==> config.mk <==
export PLATFORM = sky130hd
export DESIGN_NAME = mrs_top
export DESIGN_NICKNAME = d
export VERILOG_FILES = /design/src/rtl/mrs_pkg.sv /design/src/rtl/mrs_ramp_if.sv /design/src/rtl/mrs_margin_reg.sv /design/src/rtl/mrs_ref_ramp.sv /design/src/rtl/mrs_top.sv
export VERILOG_INCLUDE_DIRS = /design/src /design/src/rtl
export SDC_FILE = /design/constraint.sdc
export NUM_CORES = 1
export LEC_CHECK = 0
export ABC_AREA = 0
export BUFFER_PORTS_ARGS = -buffer_cell sky130_fd_sc_hd__clkbuf_2
export CAP_MARGIN = 20
export CORE_MARGIN = 2
export CORE_UTILIZATION = 50
export CTS_BUF_LIST = sky130_fd_sc_hd__clkbuf_8
export CTS_CLUSTER_SIZE = 24
export DETAILED_ROUTE_END_ITERATION = 12
export GPL_TIMING_DRIVEN = 0
export PLACE_DENSITY_LB_ADDON = 0.1
export SYNTH_ARGS = -nofsm -noshare
export SYNTH_HDL_FRONTEND = slang
export SYNTH_SLANG_ARGS = --single-unit
==> constraint.sdc <==
create_clock -name clk_in -period 6.43 [get_ports clk_in]
set_input_delay 1.286 -clock clk_in [delete_from_list [all_inputs] [get_ports clk_in]]
set_output_delay 1.286 -clock clk_in [all_outputs]
set_load 0.005 [all_outputs]
==> src/rtl/mrs_defs.svh <==
`ifndef MRS_DEFS_SVH
`define MRS_DEFS_SVH
// ==========================================================
// Command codes
`define MRS_CMD_POS 8'hd5
`define MRS_CMD_NEG 8'hd6
// ==========================================================
// Ranges, presets and format
`define MRS_POS_MIN 16'h0000
`define MRS_POS_MAX 16'h001f
`define MRS_NEG_MIN 16'hffc0
`define MRS_NEG_MAX 16'hffff
`define MRS_POS_RST0 16'h0009
`define MRS_POS_RST1 16'h000f
`define MRS_NEG_RST0 16'hfff7
`define MRS_NEG_RST1 16'hfff1
`define MRS_STEP_UV 1953
`define MRS_SCALE_FRAC 7
`endif

==> src/rtl/mrs_pkg.sv <==
package mrs_pkg;
	// Command port sequencer
	typedef enum logic [1:0]
	{
		MRS_IDLE = 2'b01,
		MRS_RESP = 2'b10
	} mrs_fsm_t;
	// Converter states as seen on conv_state_in
	typedef enum logic [3:0]
	{
		MRS_SOFT_START = 4'b0001,
		MRS_STEADY = 4'b0010,
		MRS_TOFF_DELAY = 4'b0100,
		MRS_SOFT_STOP = 4'b1000
	} mrs_conv_t;
endpackage

==> src/rtl/mrs_ramp_if.sv <==
`timescale 1ns/1ns
interface mrs_ramp_if;
	logic [15:0] target;
	logic [15:0] step_div;
	logic run;
	logic [15:0] current;
	modport ctrl (output target, output step_div, output run, input current);
	modport ramp (input target, input step_div, input run, output current);
endinterface

==> src/rtl/mrs_margin_reg.sv <==
`timescale 1ns/1ns
`include "mrs_defs.svh"
module mrs_margin_reg #(
	parameter logic [15:0] MIN = 16'h0000,
	parameter logic [15:0] MAX = 16'h0000,
	parameter logic [15:0] RST0 = 16'h0000,
	parameter logic [15:0] RST1 = 16'h0000
) (
	// Clocking
	input wire logic clk_in,
	input wire logic rst_b_in,
	input wire logic ce_in,
	// Update controls
	input wire logic wr_in,
	input wire logic [15:0] wdata_in,
	input wire logic restore_in,
	input wire logic sel_in,
	// Contents
	output logic [15:0] value_out,
	output logic oor_out
);
	typedef struct packed
	{
		logic [15:0] val;
	} mrs_mreg_t;
	mrs_mreg_t s;
	mrs_mreg_t next_s;
	logic lo;
	logic hi;
	// ==========================================================
	// Saturation of out-of-range writes
	assign lo = $signed(wdata_in) < $signed(MIN);
	assign hi = $signed(wdata_in) > $signed(MAX);
	assign oor_out = lo | hi;
	assign value_out = s.val;
	// Whole word is clamped, so fixed high bits come out right by range
	always_comb
	begin
		next_s = s;
		if (ce_in && restore_in)
			next_s.val = sel_in ? RST1 : RST0;
		else if (ce_in && wr_in)
			next_s.val = lo ? MIN : (hi ? MAX : wdata_in);
	end
	always_ff @(posedge clk_in or negedge rst_b_in)
	begin
		if (!rst_b_in)
			s <= '{val: RST0};
		else
			s <= next_s;
	end
	// ==========================================================
	// Checks
	property p_in_range;
		@(posedge clk_in) disable iff (!rst_b_in)
		$signed(value_out) >= $signed(MIN) && $signed(value_out) <= $signed(MAX);
	endproperty
	a_in_range: assert property (p_in_range) else $error("margin value out of range");
	property p_restore;
		@(posedge clk_in) disable iff (!rst_b_in)
		ce_in && restore_in |=> value_out == ($past(sel_in) ? RST1 : RST0);
	endproperty
	a_restore: assert property (p_restore) else $error("restore preset wrong");
endmodule

==> src/rtl/mrs_ref_ramp.sv <==
`timescale 1ns/1ns
module mrs_ref_ramp (
	// Clocking
	input wire logic clk_in,
	input wire logic rst_b_in,
	input wire logic ce_in,
	// Reference link
	mrs_ramp_if.ramp rif
);
	typedef struct packed
	{
		logic [15:0] cur;
		logic [15:0] cnt;
	} mrs_ramp_t;
	mrs_ramp_t s;
	mrs_ramp_t next_s;
	assign rif.current = s.cur;
	// One step per step_div+1 cycles toward the target
	always_comb
	begin
		next_s = s;
		if (ce_in && rif.run)
		begin
			if (s.cur == rif.target)
				next_s.cnt = 16'h0000;
			else if (s.cnt >= rif.step_div)
			begin
				next_s.cnt = 16'h0000;
				next_s.cur = (s.cur < rif.target) ? s.cur + 16'h0001 : s.cur - 16'h0001;
			end
			else
				next_s.cnt = s.cnt + 16'h0001;
		end
	end
	always_ff @(posedge clk_in or negedge rst_b_in)
	begin
		if (!rst_b_in)
			s <= '0;
		else
			s <= next_s;
	end
	property p_one_step;
		@(posedge clk_in) disable iff (!rst_b_in)
		1'b1 |=> (s.cur == $past(s.cur)) || (s.cur == $past(s.cur) + 16'h0001)
			|| (s.cur == $past(s.cur) - 16'h0001);
	endproperty
	a_one_step: assert property (p_one_step) else $error("reference jumped");
endmodule

==> src/rtl/mrs_top.sv <==
`timescale 1ns/1ns
`include "mrs_defs.svh"
module mrs_top (
	// Clock, reset and enable
	input wire logic clk_in,
	input wire logic rst_b_in,
	input wire logic ce_in,
	// Command port from the bus engine
	input wire logic cmd_valid_in,
	input wire logic cmd_write_in,
	input wire logic [7:0] cmd_code_in,
	input wire logic [15:0] cmd_wdata_in,
	// Answer to the bus engine
	output logic rsp_valid_out,
	output logic rsp_ack_out,
	output logic [15:0] rsp_rdata_out,
	// Configuration
	input wire logic loop_slave_in,
	input wire logic restore_in,
	input wire logic high_restore_select_in,
	input wire logic low_restore_select_in,
	input wire logic clear_faults_in,
	// Operation margin selects
	input wire logic margin_high_in,
	input wire logic margin_low_in,
	// Reference sources and bounds
	input wire logic [15:0] vout_command_in,
	input wire logic [7:0] vout_scale_loop_in,
	input wire logic [7:0] trim_in,
	input wire logic [15:0] vout_max_in,
	input wire logic [15:0] vout_min_in,
	// Converter state and ramp rates
	input wire logic [3:0] conv_state_in,
	input wire logic [15:0] ton_rise_div_in,
	input wire logic [15:0] transition_div_in,
	input wire logic [15:0] toff_fall_div_in,
	// Status
	output logic cml_out,
	output logic invalid_data_out,
	output logic invalid_command_fault_out,
	output logic smbalert_out,
	// Reference
	output logic [15:0] loop_reference_target_out,
	output logic [15:0] loop_reference_voltage_out
);
	// ==========================================================
	// State
	typedef struct packed
	{
		mrs_pkg::mrs_fsm_t fsm;
		logic rsp_valid;
		logic rsp_ack;
		logic [15:0] rsp_rdata;
		logic cml;
		logic inv_data;
		logic invalid_command_fault;
		logic alert;
		logic [15:0] target;
		logic [15:0] step_div;
		logic run;
	} mrs_top_t;
	mrs_top_t s;
	mrs_top_t next_s;

	// ==========================================================
	// Decoding used by the sequencer and the write enables
	function automatic logic is_margin_cmd(input logic [7:0] code);
		is_margin_cmd = (code == `MRS_CMD_POS) || (code == `MRS_CMD_NEG);
	endfunction

	logic acc;
	logic acc_wr;
	logic wr_pos;
	logic wr_neg;
	logic oor_pos;
	logic oor_neg;
	logic [15:0] pos_val;
	logic [15:0] neg_val;
	logic [23:0] scaled;
	logic signed [18:0] sum;
	logic signed [18:0] bmax;
	logic signed [18:0] bmin;

	mrs_ramp_if rif ();

	// Request taken only while idle and enabled
	assign acc = ce_in && cmd_valid_in && s.fsm == mrs_pkg::MRS_IDLE && is_margin_cmd(cmd_code_in);
	assign acc_wr = acc && cmd_write_in && !loop_slave_in;
	assign wr_pos = acc_wr && cmd_code_in == `MRS_CMD_POS;
	assign wr_neg = acc_wr && cmd_code_in == `MRS_CMD_NEG;

	// ==========================================================
	// Margin registers
	mrs_margin_reg #(
		.MIN(`MRS_POS_MIN),
		.MAX(`MRS_POS_MAX),
		.RST0(`MRS_POS_RST0),
		.RST1(`MRS_POS_RST1)
	) u_pos (
		.clk_in(clk_in),
		.rst_b_in(rst_b_in),
		.ce_in(ce_in),
		.wr_in(wr_pos),
		.wdata_in(cmd_wdata_in),
		.restore_in(restore_in),
		.sel_in(high_restore_select_in),
		.value_out(pos_val),
		.oor_out(oor_pos)
	);
	mrs_margin_reg #(
		.MIN(`MRS_NEG_MIN),
		.MAX(`MRS_NEG_MAX),
		.RST0(`MRS_NEG_RST0),
		.RST1(`MRS_NEG_RST1)
	) u_neg (
		.clk_in(clk_in),
		.rst_b_in(rst_b_in),
		.ce_in(ce_in),
		.wr_in(wr_neg),
		.wdata_in(cmd_wdata_in),
		.restore_in(restore_in),
		.sel_in(low_restore_select_in),
		.value_out(neg_val),
		.oor_out(oor_neg)
	);

	// ==========================================================
	// Reference arithmetic, all in 1.953 mV steps
	// Scale is unsigned with seven fraction bits; product fits 24 bits
	assign scaled = vout_command_in * {8'h00, vout_scale_loop_in};
	// Trim and the low margin count are sign-extended, the high margin count zero-extended, before the sum
	always_comb
	begin
		sum = $signed({2'b00, scaled[23:7]});
		sum = sum + $signed({{11{trim_in[7]}}, trim_in});
		if (margin_high_in)
			sum = sum + $signed({3'b000, pos_val});
		if (margin_low_in)
			sum = sum + $signed({{3{neg_val[15]}}, neg_val});
	end
	assign bmax = $signed({3'b000, vout_max_in});
	assign bmin = $signed({3'b000, vout_min_in});

	// ==========================================================
	// Next-state logic
	always_comb
	begin
		next_s = s;
		if (ce_in)
		begin
			// Sequencer: one answer per taken request
			unique case (s.fsm)
				mrs_pkg::MRS_IDLE:
				begin
					next_s.rsp_valid = 1'b0;
					if (acc)
					begin
						next_s.fsm = mrs_pkg::MRS_RESP;
						next_s.rsp_valid = 1'b1;
						next_s.rsp_ack = !loop_slave_in;
						if (loop_slave_in || cmd_write_in)
							next_s.rsp_rdata = 16'h0000;
						else if (cmd_code_in == `MRS_CMD_POS)
							next_s.rsp_rdata = pos_val;
						else
							next_s.rsp_rdata = neg_val;
					end
				end
				mrs_pkg::MRS_RESP:
				begin
					next_s.fsm = mrs_pkg::MRS_IDLE;
					next_s.rsp_valid = 1'b0;
				end
			endcase

			// Sticky flags: a set in the clearing cycle wins
			next_s.invalid_command_fault = (s.invalid_command_fault && !clear_faults_in) || (acc && loop_slave_in);
			next_s.inv_data = (s.inv_data && !clear_faults_in)
				|| (wr_pos && oor_pos) || (wr_neg && oor_neg);
			next_s.cml = (s.cml && !clear_faults_in) || next_s.inv_data;
			next_s.alert = next_s.cml || next_s.invalid_command_fault;

			// Bounded reference target
			if (sum > bmax)
				next_s.target = vout_max_in;
			else if (sum < bmin)
				next_s.target = vout_min_in;
			else if (sum < 19'sd0)
				next_s.target = 16'h0000;
			else
				next_s.target = sum[15:0];

			// Ramp rate by converter state; unknown state holds the reference
			next_s.run = 1'b1;
			unique case (conv_state_in)
				mrs_pkg::MRS_SOFT_START: next_s.step_div = ton_rise_div_in;
				mrs_pkg::MRS_STEADY: next_s.step_div = transition_div_in;
				mrs_pkg::MRS_TOFF_DELAY: next_s.step_div = transition_div_in;
				mrs_pkg::MRS_SOFT_STOP: next_s.step_div = toff_fall_div_in;
				default:
				begin
					next_s.step_div = s.step_div;
					next_s.run = 1'b0;
				end
			endcase
		end
	end

	// ==========================================================
	// State register
	always_ff @(posedge clk_in or negedge rst_b_in)
	begin
		if (!rst_b_in)
		begin
			s <= '0;
			s.fsm <= mrs_pkg::MRS_IDLE;
		end
		else
			s <= next_s;
	end

	// ==========================================================
	// Ramp engine
	assign rif.target = s.target;
	assign rif.step_div = s.step_div;
	assign rif.run = s.run;
	mrs_ref_ramp u_ramp (
		.clk_in(clk_in),
		.rst_b_in(rst_b_in),
		.ce_in(ce_in),
		.rif(rif)
	);

	// Outputs straight from flip-flops
	assign rsp_valid_out = s.rsp_valid;
	assign rsp_ack_out = s.rsp_ack;
	assign rsp_rdata_out = s.rsp_rdata;
	assign cml_out = s.cml;
	assign invalid_data_out = s.inv_data;
	assign invalid_command_fault_out = s.invalid_command_fault;
	assign smbalert_out = s.alert;
	assign loop_reference_target_out = s.target;
	assign loop_reference_voltage_out = rif.current;

	// ==========================================================
	// Checks
	property p_slave_nack;
		@(posedge clk_in) disable iff (!rst_b_in)
		acc && loop_slave_in |=> rsp_valid_out && !rsp_ack_out
			&& invalid_command_fault_out && smbalert_out;
	endproperty
	a_slave_nack: assert property (p_slave_nack) else $error("slave access not refused");

	property p_slave_keep;
		@(posedge clk_in) disable iff (!rst_b_in)
		acc && loop_slave_in && !restore_in |=> pos_val == $past(pos_val)
			&& neg_val == $past(neg_val);
	endproperty
	a_slave_keep: assert property (p_slave_keep) else $error("slave write changed margin");

	property p_clamp_flags;
		@(posedge clk_in) disable iff (!rst_b_in)
		(wr_pos && oor_pos) || (wr_neg && oor_neg) |=> cml_out && invalid_data_out
			&& smbalert_out;
	endproperty
	a_clamp_flags: assert property (p_clamp_flags) else $error("clamp flags missing");

	property p_bounded;
		@(posedge clk_in) disable iff (!rst_b_in)
		ce_in && vout_min_in <= vout_max_in |=> loop_reference_target_out <= $past(vout_max_in)
			&& loop_reference_target_out >= $past(vout_min_in);
	endproperty
	a_bounded: assert property (p_bounded) else $error("target outside bounds");

	property p_hi_byte;
		@(posedge clk_in) disable iff (!rst_b_in)
		rsp_valid_out && rsp_ack_out |-> rsp_rdata_out[15:8] == 8'h00
			|| rsp_rdata_out[15:8] == 8'hff;
	endproperty
	a_hi_byte: assert property (p_hi_byte) else $error("fixed high byte wrong");

	property p_one_answer;
		@(posedge clk_in) disable iff (!rst_b_in)
		rsp_valid_out |=> !rsp_valid_out;
	endproperty
	a_one_answer: assert property (p_one_answer) else $error("answer held too long");

	property p_margin_high;
		@(posedge clk_in) disable iff (!rst_b_in)
		ce_in && margin_high_in && !margin_low_in && sum >= bmin && sum <= bmax
			&& sum >= 19'sd0 |=> loop_reference_target_out
			== 16'($past(scaled[23:7]) + {{8{$past(trim_in[7])}}, $past(trim_in)}
			+ $past(pos_val));
	endproperty
	a_margin_high: assert property (p_margin_high) else $error("margin high not applied");

	property p_margin_low;
		@(posedge clk_in) disable iff (!rst_b_in)
		ce_in && margin_low_in && !margin_high_in && sum >= bmin && sum <= bmax
			&& sum >= 19'sd0 |=> loop_reference_target_out
			== 16'($past(scaled[23:7]) + {{8{$past(trim_in[7])}}, $past(trim_in)}
			+ $past(neg_val));
	endproperty
	a_margin_low: assert property (p_margin_low) else $error("margin low not applied");

	// Clock enable low holds every piece of state
	property p_freeze;
		@(posedge clk_in) disable iff (!rst_b_in)
		!ce_in |=> rsp_valid_out == $past(rsp_valid_out) && smbalert_out == $past(smbalert_out)
			&& pos_val == $past(pos_val) && neg_val == $past(neg_val)
			&& loop_reference_target_out == $past(loop_reference_target_out)
			&& loop_reference_voltage_out == $past(loop_reference_voltage_out);
	endproperty
	a_freeze: assert property (p_freeze) else $error("state moved while disabled");

	property p_fixed_bits;
		@(posedge clk_in) disable iff (!rst_b_in)
		pos_val[15:5] == 11'h000 && neg_val[15:6] == 10'h3ff;
	endproperty
	a_fixed_bits: assert property (p_fixed_bits) else $error("fixed bits wrong");

	// Unknown converter state must not move the reference
	property p_hold_ref;
		@(posedge clk_in) disable iff (!rst_b_in)
		ce_in && !s.run
			|=> loop_reference_voltage_out == $past(loop_reference_voltage_out);
	endproperty
	a_hold_ref: assert property (p_hold_ref) else $error("reference moved while held");

	property p_other_code;
		@(posedge clk_in) disable iff (!rst_b_in)
		ce_in && cmd_valid_in && s.fsm == mrs_pkg::MRS_IDLE && !is_margin_cmd(cmd_code_in)
			|=> !rsp_valid_out;
	endproperty
	a_other_code: assert property (p_other_code) else $error("foreign code answered");

	property p_write_ack;
		@(posedge clk_in) disable iff (!rst_b_in)
		acc_wr |=> rsp_valid_out && rsp_ack_out
			&& rsp_rdata_out == 16'h0000;
	endproperty
	a_write_ack: assert property (p_write_ack) else $error("write not acknowledged");

	property p_clear;
		@(posedge clk_in) disable iff (!rst_b_in)
		ce_in && clear_faults_in && !(acc && loop_slave_in) |=> !invalid_command_fault_out
			&& (smbalert_out == cml_out);
	endproperty
	a_clear: assert property (p_clear) else $error("fault not cleared");
endmodule

==> flow_metrics.tcl <==
set metrics [dict create \
    async_reset_ff_frac 1.000 \
    route.detailed.drc 0 \
    cts.clk_slew.worst_paths_ns 0.09 \
    crit_path_start_kind "primary input" \
    maxCapViolations 0 \
    design.final.nets 2339 \
    unrepaired_setup_endpoints_after_global_routing "true" \
    finalHoldViolCount 0 \
    fp-row-count 62 \
    cp-end-kind "flop" \
    timing.fmax_mhz 94.76 \
    critical_path_class "primary input to flop" \
    postSynthRegisterBits 120 \
    root_buffer_cell "sky130_fd_sc_hd__clkbuf_8" \
    number_of_i_o_port_buffers 202 \
    initial_core_util 0.5053 \
    synth-edff-count 0 \
    fin_hold_ws_ns 0.4928 \
    period_minus_slack_ns 10.55 \
    post_drt_wl_per_cell_um 16.60 \
    synth_warn 0 \
    yosys_top_cell_area_share 0.1770 \
    core_area_mm2 0.02855 \
    synth.cell_area_mm2 0.01442 \
    post-synth-top-area-cell "sky130_fd_sc_hd__dfrtp_1" \
    grt_pass1_vias 12683 \
    grt_first_pass_wirelength_um 62620 \
    setup_ws_ns -4.123 \
    finish.utilization 0.6312 \
    clock_tree_skew_after_final_layout_ns 0.01485 \
    top_level_ports 206 \
    detail_route.vias_per_cell 5.440 \
    critPathMostFrequentCell "sky130_fd_sc_hd__fa_1" \
    grt_start_max_net_pins 81 \
    die_width_um 173.8 \
    worstSkewPairLatency_ns 0.45 \
    cts_max_level 4 \
    synth.top_cells.by_area "sky130_fd_sc_hd__dfrtp_1, sky130_fd_sc_hd__ha_1, sky130_fd_sc_hd__fa_1" \
    via_count 12670 \
    max-slew-margin-rel 0.3325 \
    synth-seq-area-share 0.2098 \
    cts_tree "built" \
    dieArea_mm2 0.03022 \
    post_cts_hold_buffer_count 0 \
    most_common_cell_after_layout_fill_and_taps_aside "sky130_fd_sc_hd__clkbuf_2" \
    maximum_clock_insertion_buffer_count 2 \
    clock_sinks 120 \
    grt_remaining_overflow 0 \
    critical-path-slowest-cell "sky130_fd_sc_hd__fa_1" \
    post-dp-hpwl_um 30360 \
    layout_worst_path_cycle_share 1.641 \
    crit_required_ns 6.79 \
    setup_viol 16 \
    commonest_non_fill_non_tap_cells_in_the_layout "sky130_fd_sc_hd__clkbuf_2, sky130_fd_sc_hd__inv_1, sky130_fd_sc_hd__ha_1" \
    postSynthAreaPerCell_um2 8.806 \
    drive_above_1_share 0.2830 \
    synth_flop_cell "sky130_fd_sc_hd__dfrtp_1" \
    postRouteWirelength_um 38660 \
    worstPathMaxFanout 7 \
    cts-buffers-inserted 17 \
    slew_violations 0 \
    track_usage 0.2560 \
    gp_routability_congestion 0.8878 \
    worstMarginPinSlew_ns 0.9877 \
    yosys.cell_types.count 75 \
    antenna_found_initial 7 \
    mappedNetlistNets 2050 \
    max_stage_delay_ns 0.56 \
    netlist_instances 1638 \
    detail-route-antenna-nets 0 \
    place_worst_setup_slack_ns -5.054 \
    run_status "finished, violations left" \
    worst_ep_arrival_time_ns 10.91 \
    drt_pre_antenna_iters 7 \
    violations "negative setup slack" \
    layout-area-overhead-vs-synth_pct 24.92 \
    die-height_um 173.8 \
    drt-initial-drc-count 666 \
    worst_hold_path_type "flop to flop" \
]
==> Yosys cell counts (18+ instances only) <==
| cell | count |
|---|---|
| sky130_fd_sc_hd__inv_1 | 194 |
| sky130_fd_sc_hd__ha_1 | 173 |
| sky130_fd_sc_hd__nand2_1 | 145 |
| sky130_fd_sc_hd__dfrtp_1 | 102 |
| sky130_fd_sc_hd__and2_1 | 100 |
| sky130_fd_sc_hd__o21ai_0 | 89 |
| sky130_fd_sc_hd__fa_1 | 87 |
| sky130_fd_sc_hd__a21oi_1 | 83 |
| sky130_fd_sc_hd__nor2_1 | 63 |
| sky130_fd_sc_hd__a21o_1 | 55 |
| sky130_fd_sc_hd__buf_4 | 49 |
| sky130_fd_sc_hd__xnor2_1 | 46 |
| sky130_fd_sc_hd__clkbuf_1 | 38 |
| sky130_fd_sc_hd__xor2_1 | 35 |
| sky130_fd_sc_hd__mux2i_1 | 33 |
| sky130_fd_sc_hd__a211oi_1 | 29 |
| sky130_fd_sc_hd__mux2_2 | 26 |
| sky130_fd_sc_hd__nand3_1 | 25 |
| sky130_fd_sc_hd__a22o_1 | 18 |
| sky130_fd_sc_hd__dfstp_2 | 18 |
| sky130_fd_sc_hd__nor3_1 | 18 |
| sky130_fd_sc_hd__or3_1 | 18 |
==> critical path: cells and delay by family <==
| kind | cells | cell delay, ns |
|---|---|---|
| mux | 2 | 0.59 |
| compound gates | 13 | 2.53 |
| buf+inv | 6 | 0.71 |
| simple gates | 10 | 1.76 |
| xor+xnor | 5 | 1.03 |
| fa+ha+maj | 8 | 2.97 |
==> cell families (layout without fill, tap and decap cells) <==
logic type / count (synthesis) / count (layout) / share of synthesized area
buffers and inverters: 286 / 588 / 0.08727
adders and majority gates: 260 / 260 / 0.2708
xor gates and xnor gates: 83 / 83 / 0.05196
DFF: 120 / 120 / 0.2098
AOI/OAI and AO/OA: 386 / 386 / 0.1802
other: 0 / 5 / 0
and+or+nand+nor: 443 / 443 / 0.1561
muxes: 60 / 60 / 0.04398
==> path summary, 6_finish.rpt <==
| kind | start | to | slack [ns] | depth (start not counted) |
|---|---|---|---|---|
| min in group asynchronous | rst_b_in | rif.step_div[4]$_DFFE_PN0P_ | 0.75 | 1 |
| min reg2reg | u_pos.value_out[3]$_DFFE_PN1P_ | u_pos.value_out[3]$_DFFE_PN1P_ | 0.49 | 2 |
| min | u_pos.value_out[3]$_DFFE_PN1P_ | u_pos.value_out[3]$_DFFE_PN1P_ | 0.49 | 2 |
| max | vout_scale_loop_in[7] | loop_reference_target_out[0]$_DFFE_PN0P_ | -4.12 | 44 |
| max reg2reg | u_pos.value_out[0]$_DFFE_PN1P_ | loop_reference_target_out[0]$_DFFE_PN0P_ | 0.50 | 25 |
| max in group asynchronous | rst_b_in | u_neg.value_out[13]$_DFFE_PN1P_ | 4.92 | 2 |
==> metal layers <==
layer / GRT usage / wire [um] / up-vias
met1: 0.3287 / 16900 / 6050
met4: 0.09349 / 1208 / 2
li1: - / - / 6209
met5: 0 / 13 / -
met2: 0.4411 / 18680 / 338
met3: 0.03465 / 1846 / 71
==> what timing repair did <==
action / CTS / global route
cloned: 2 / 2
pin swaps: 59 / 84
endpoints found under the hold margin: 0 / 0
setup buffers: 32 / 28
gates resized for setup: 77 / 86
setup endpoints to repair: 16 / 16
==> registers in the layout (all words and copies together) (netlist names) <==
name,flops
rsp_valid_out,1
loop_reference_target_out,16
invalid_command_fault_out,1
u_neg.value_out,16
smbalert_out,1
s,2
u_pos.value_out,15
rif.run,1
rsp_ack_out,1
rif.step_div,16
invalid_data_out,1
cml_out,1
rsp_rdata_out,16
u_ramp.rif.current,16
u_ramp.s,16
==> per-stage QoR <==
stage,instances,cell area [um^2],TNS [ns]
after global placement,2224,16180,-79.15
after detailed placement,2227,16230,-79.50
after floorplan,1638,14680,-59.25
final,2329,18020,-64.98
after global routing,2326,18010,-70.45
after CTS,2293,17350,-62.51
==> final cells by class <==
class / instances / area, um^2
flip-flops and latches: 120 / 3025
clock buffers: 17 / 234.0
plain buffers: 90 / 635.6
clock inverters: 15 / 201.4
repair buffers: 270 / 1673
inverters: 196 / 735.7
well taps: 384 / 480.5
multi-input cells: 1232 / 11020
diodes: 5 / 12.51
fillers: 2526 / 10530
Power is not shown: default switching activity piles up to over one toggle a cycle in this logic, so the estimate is an artifact.
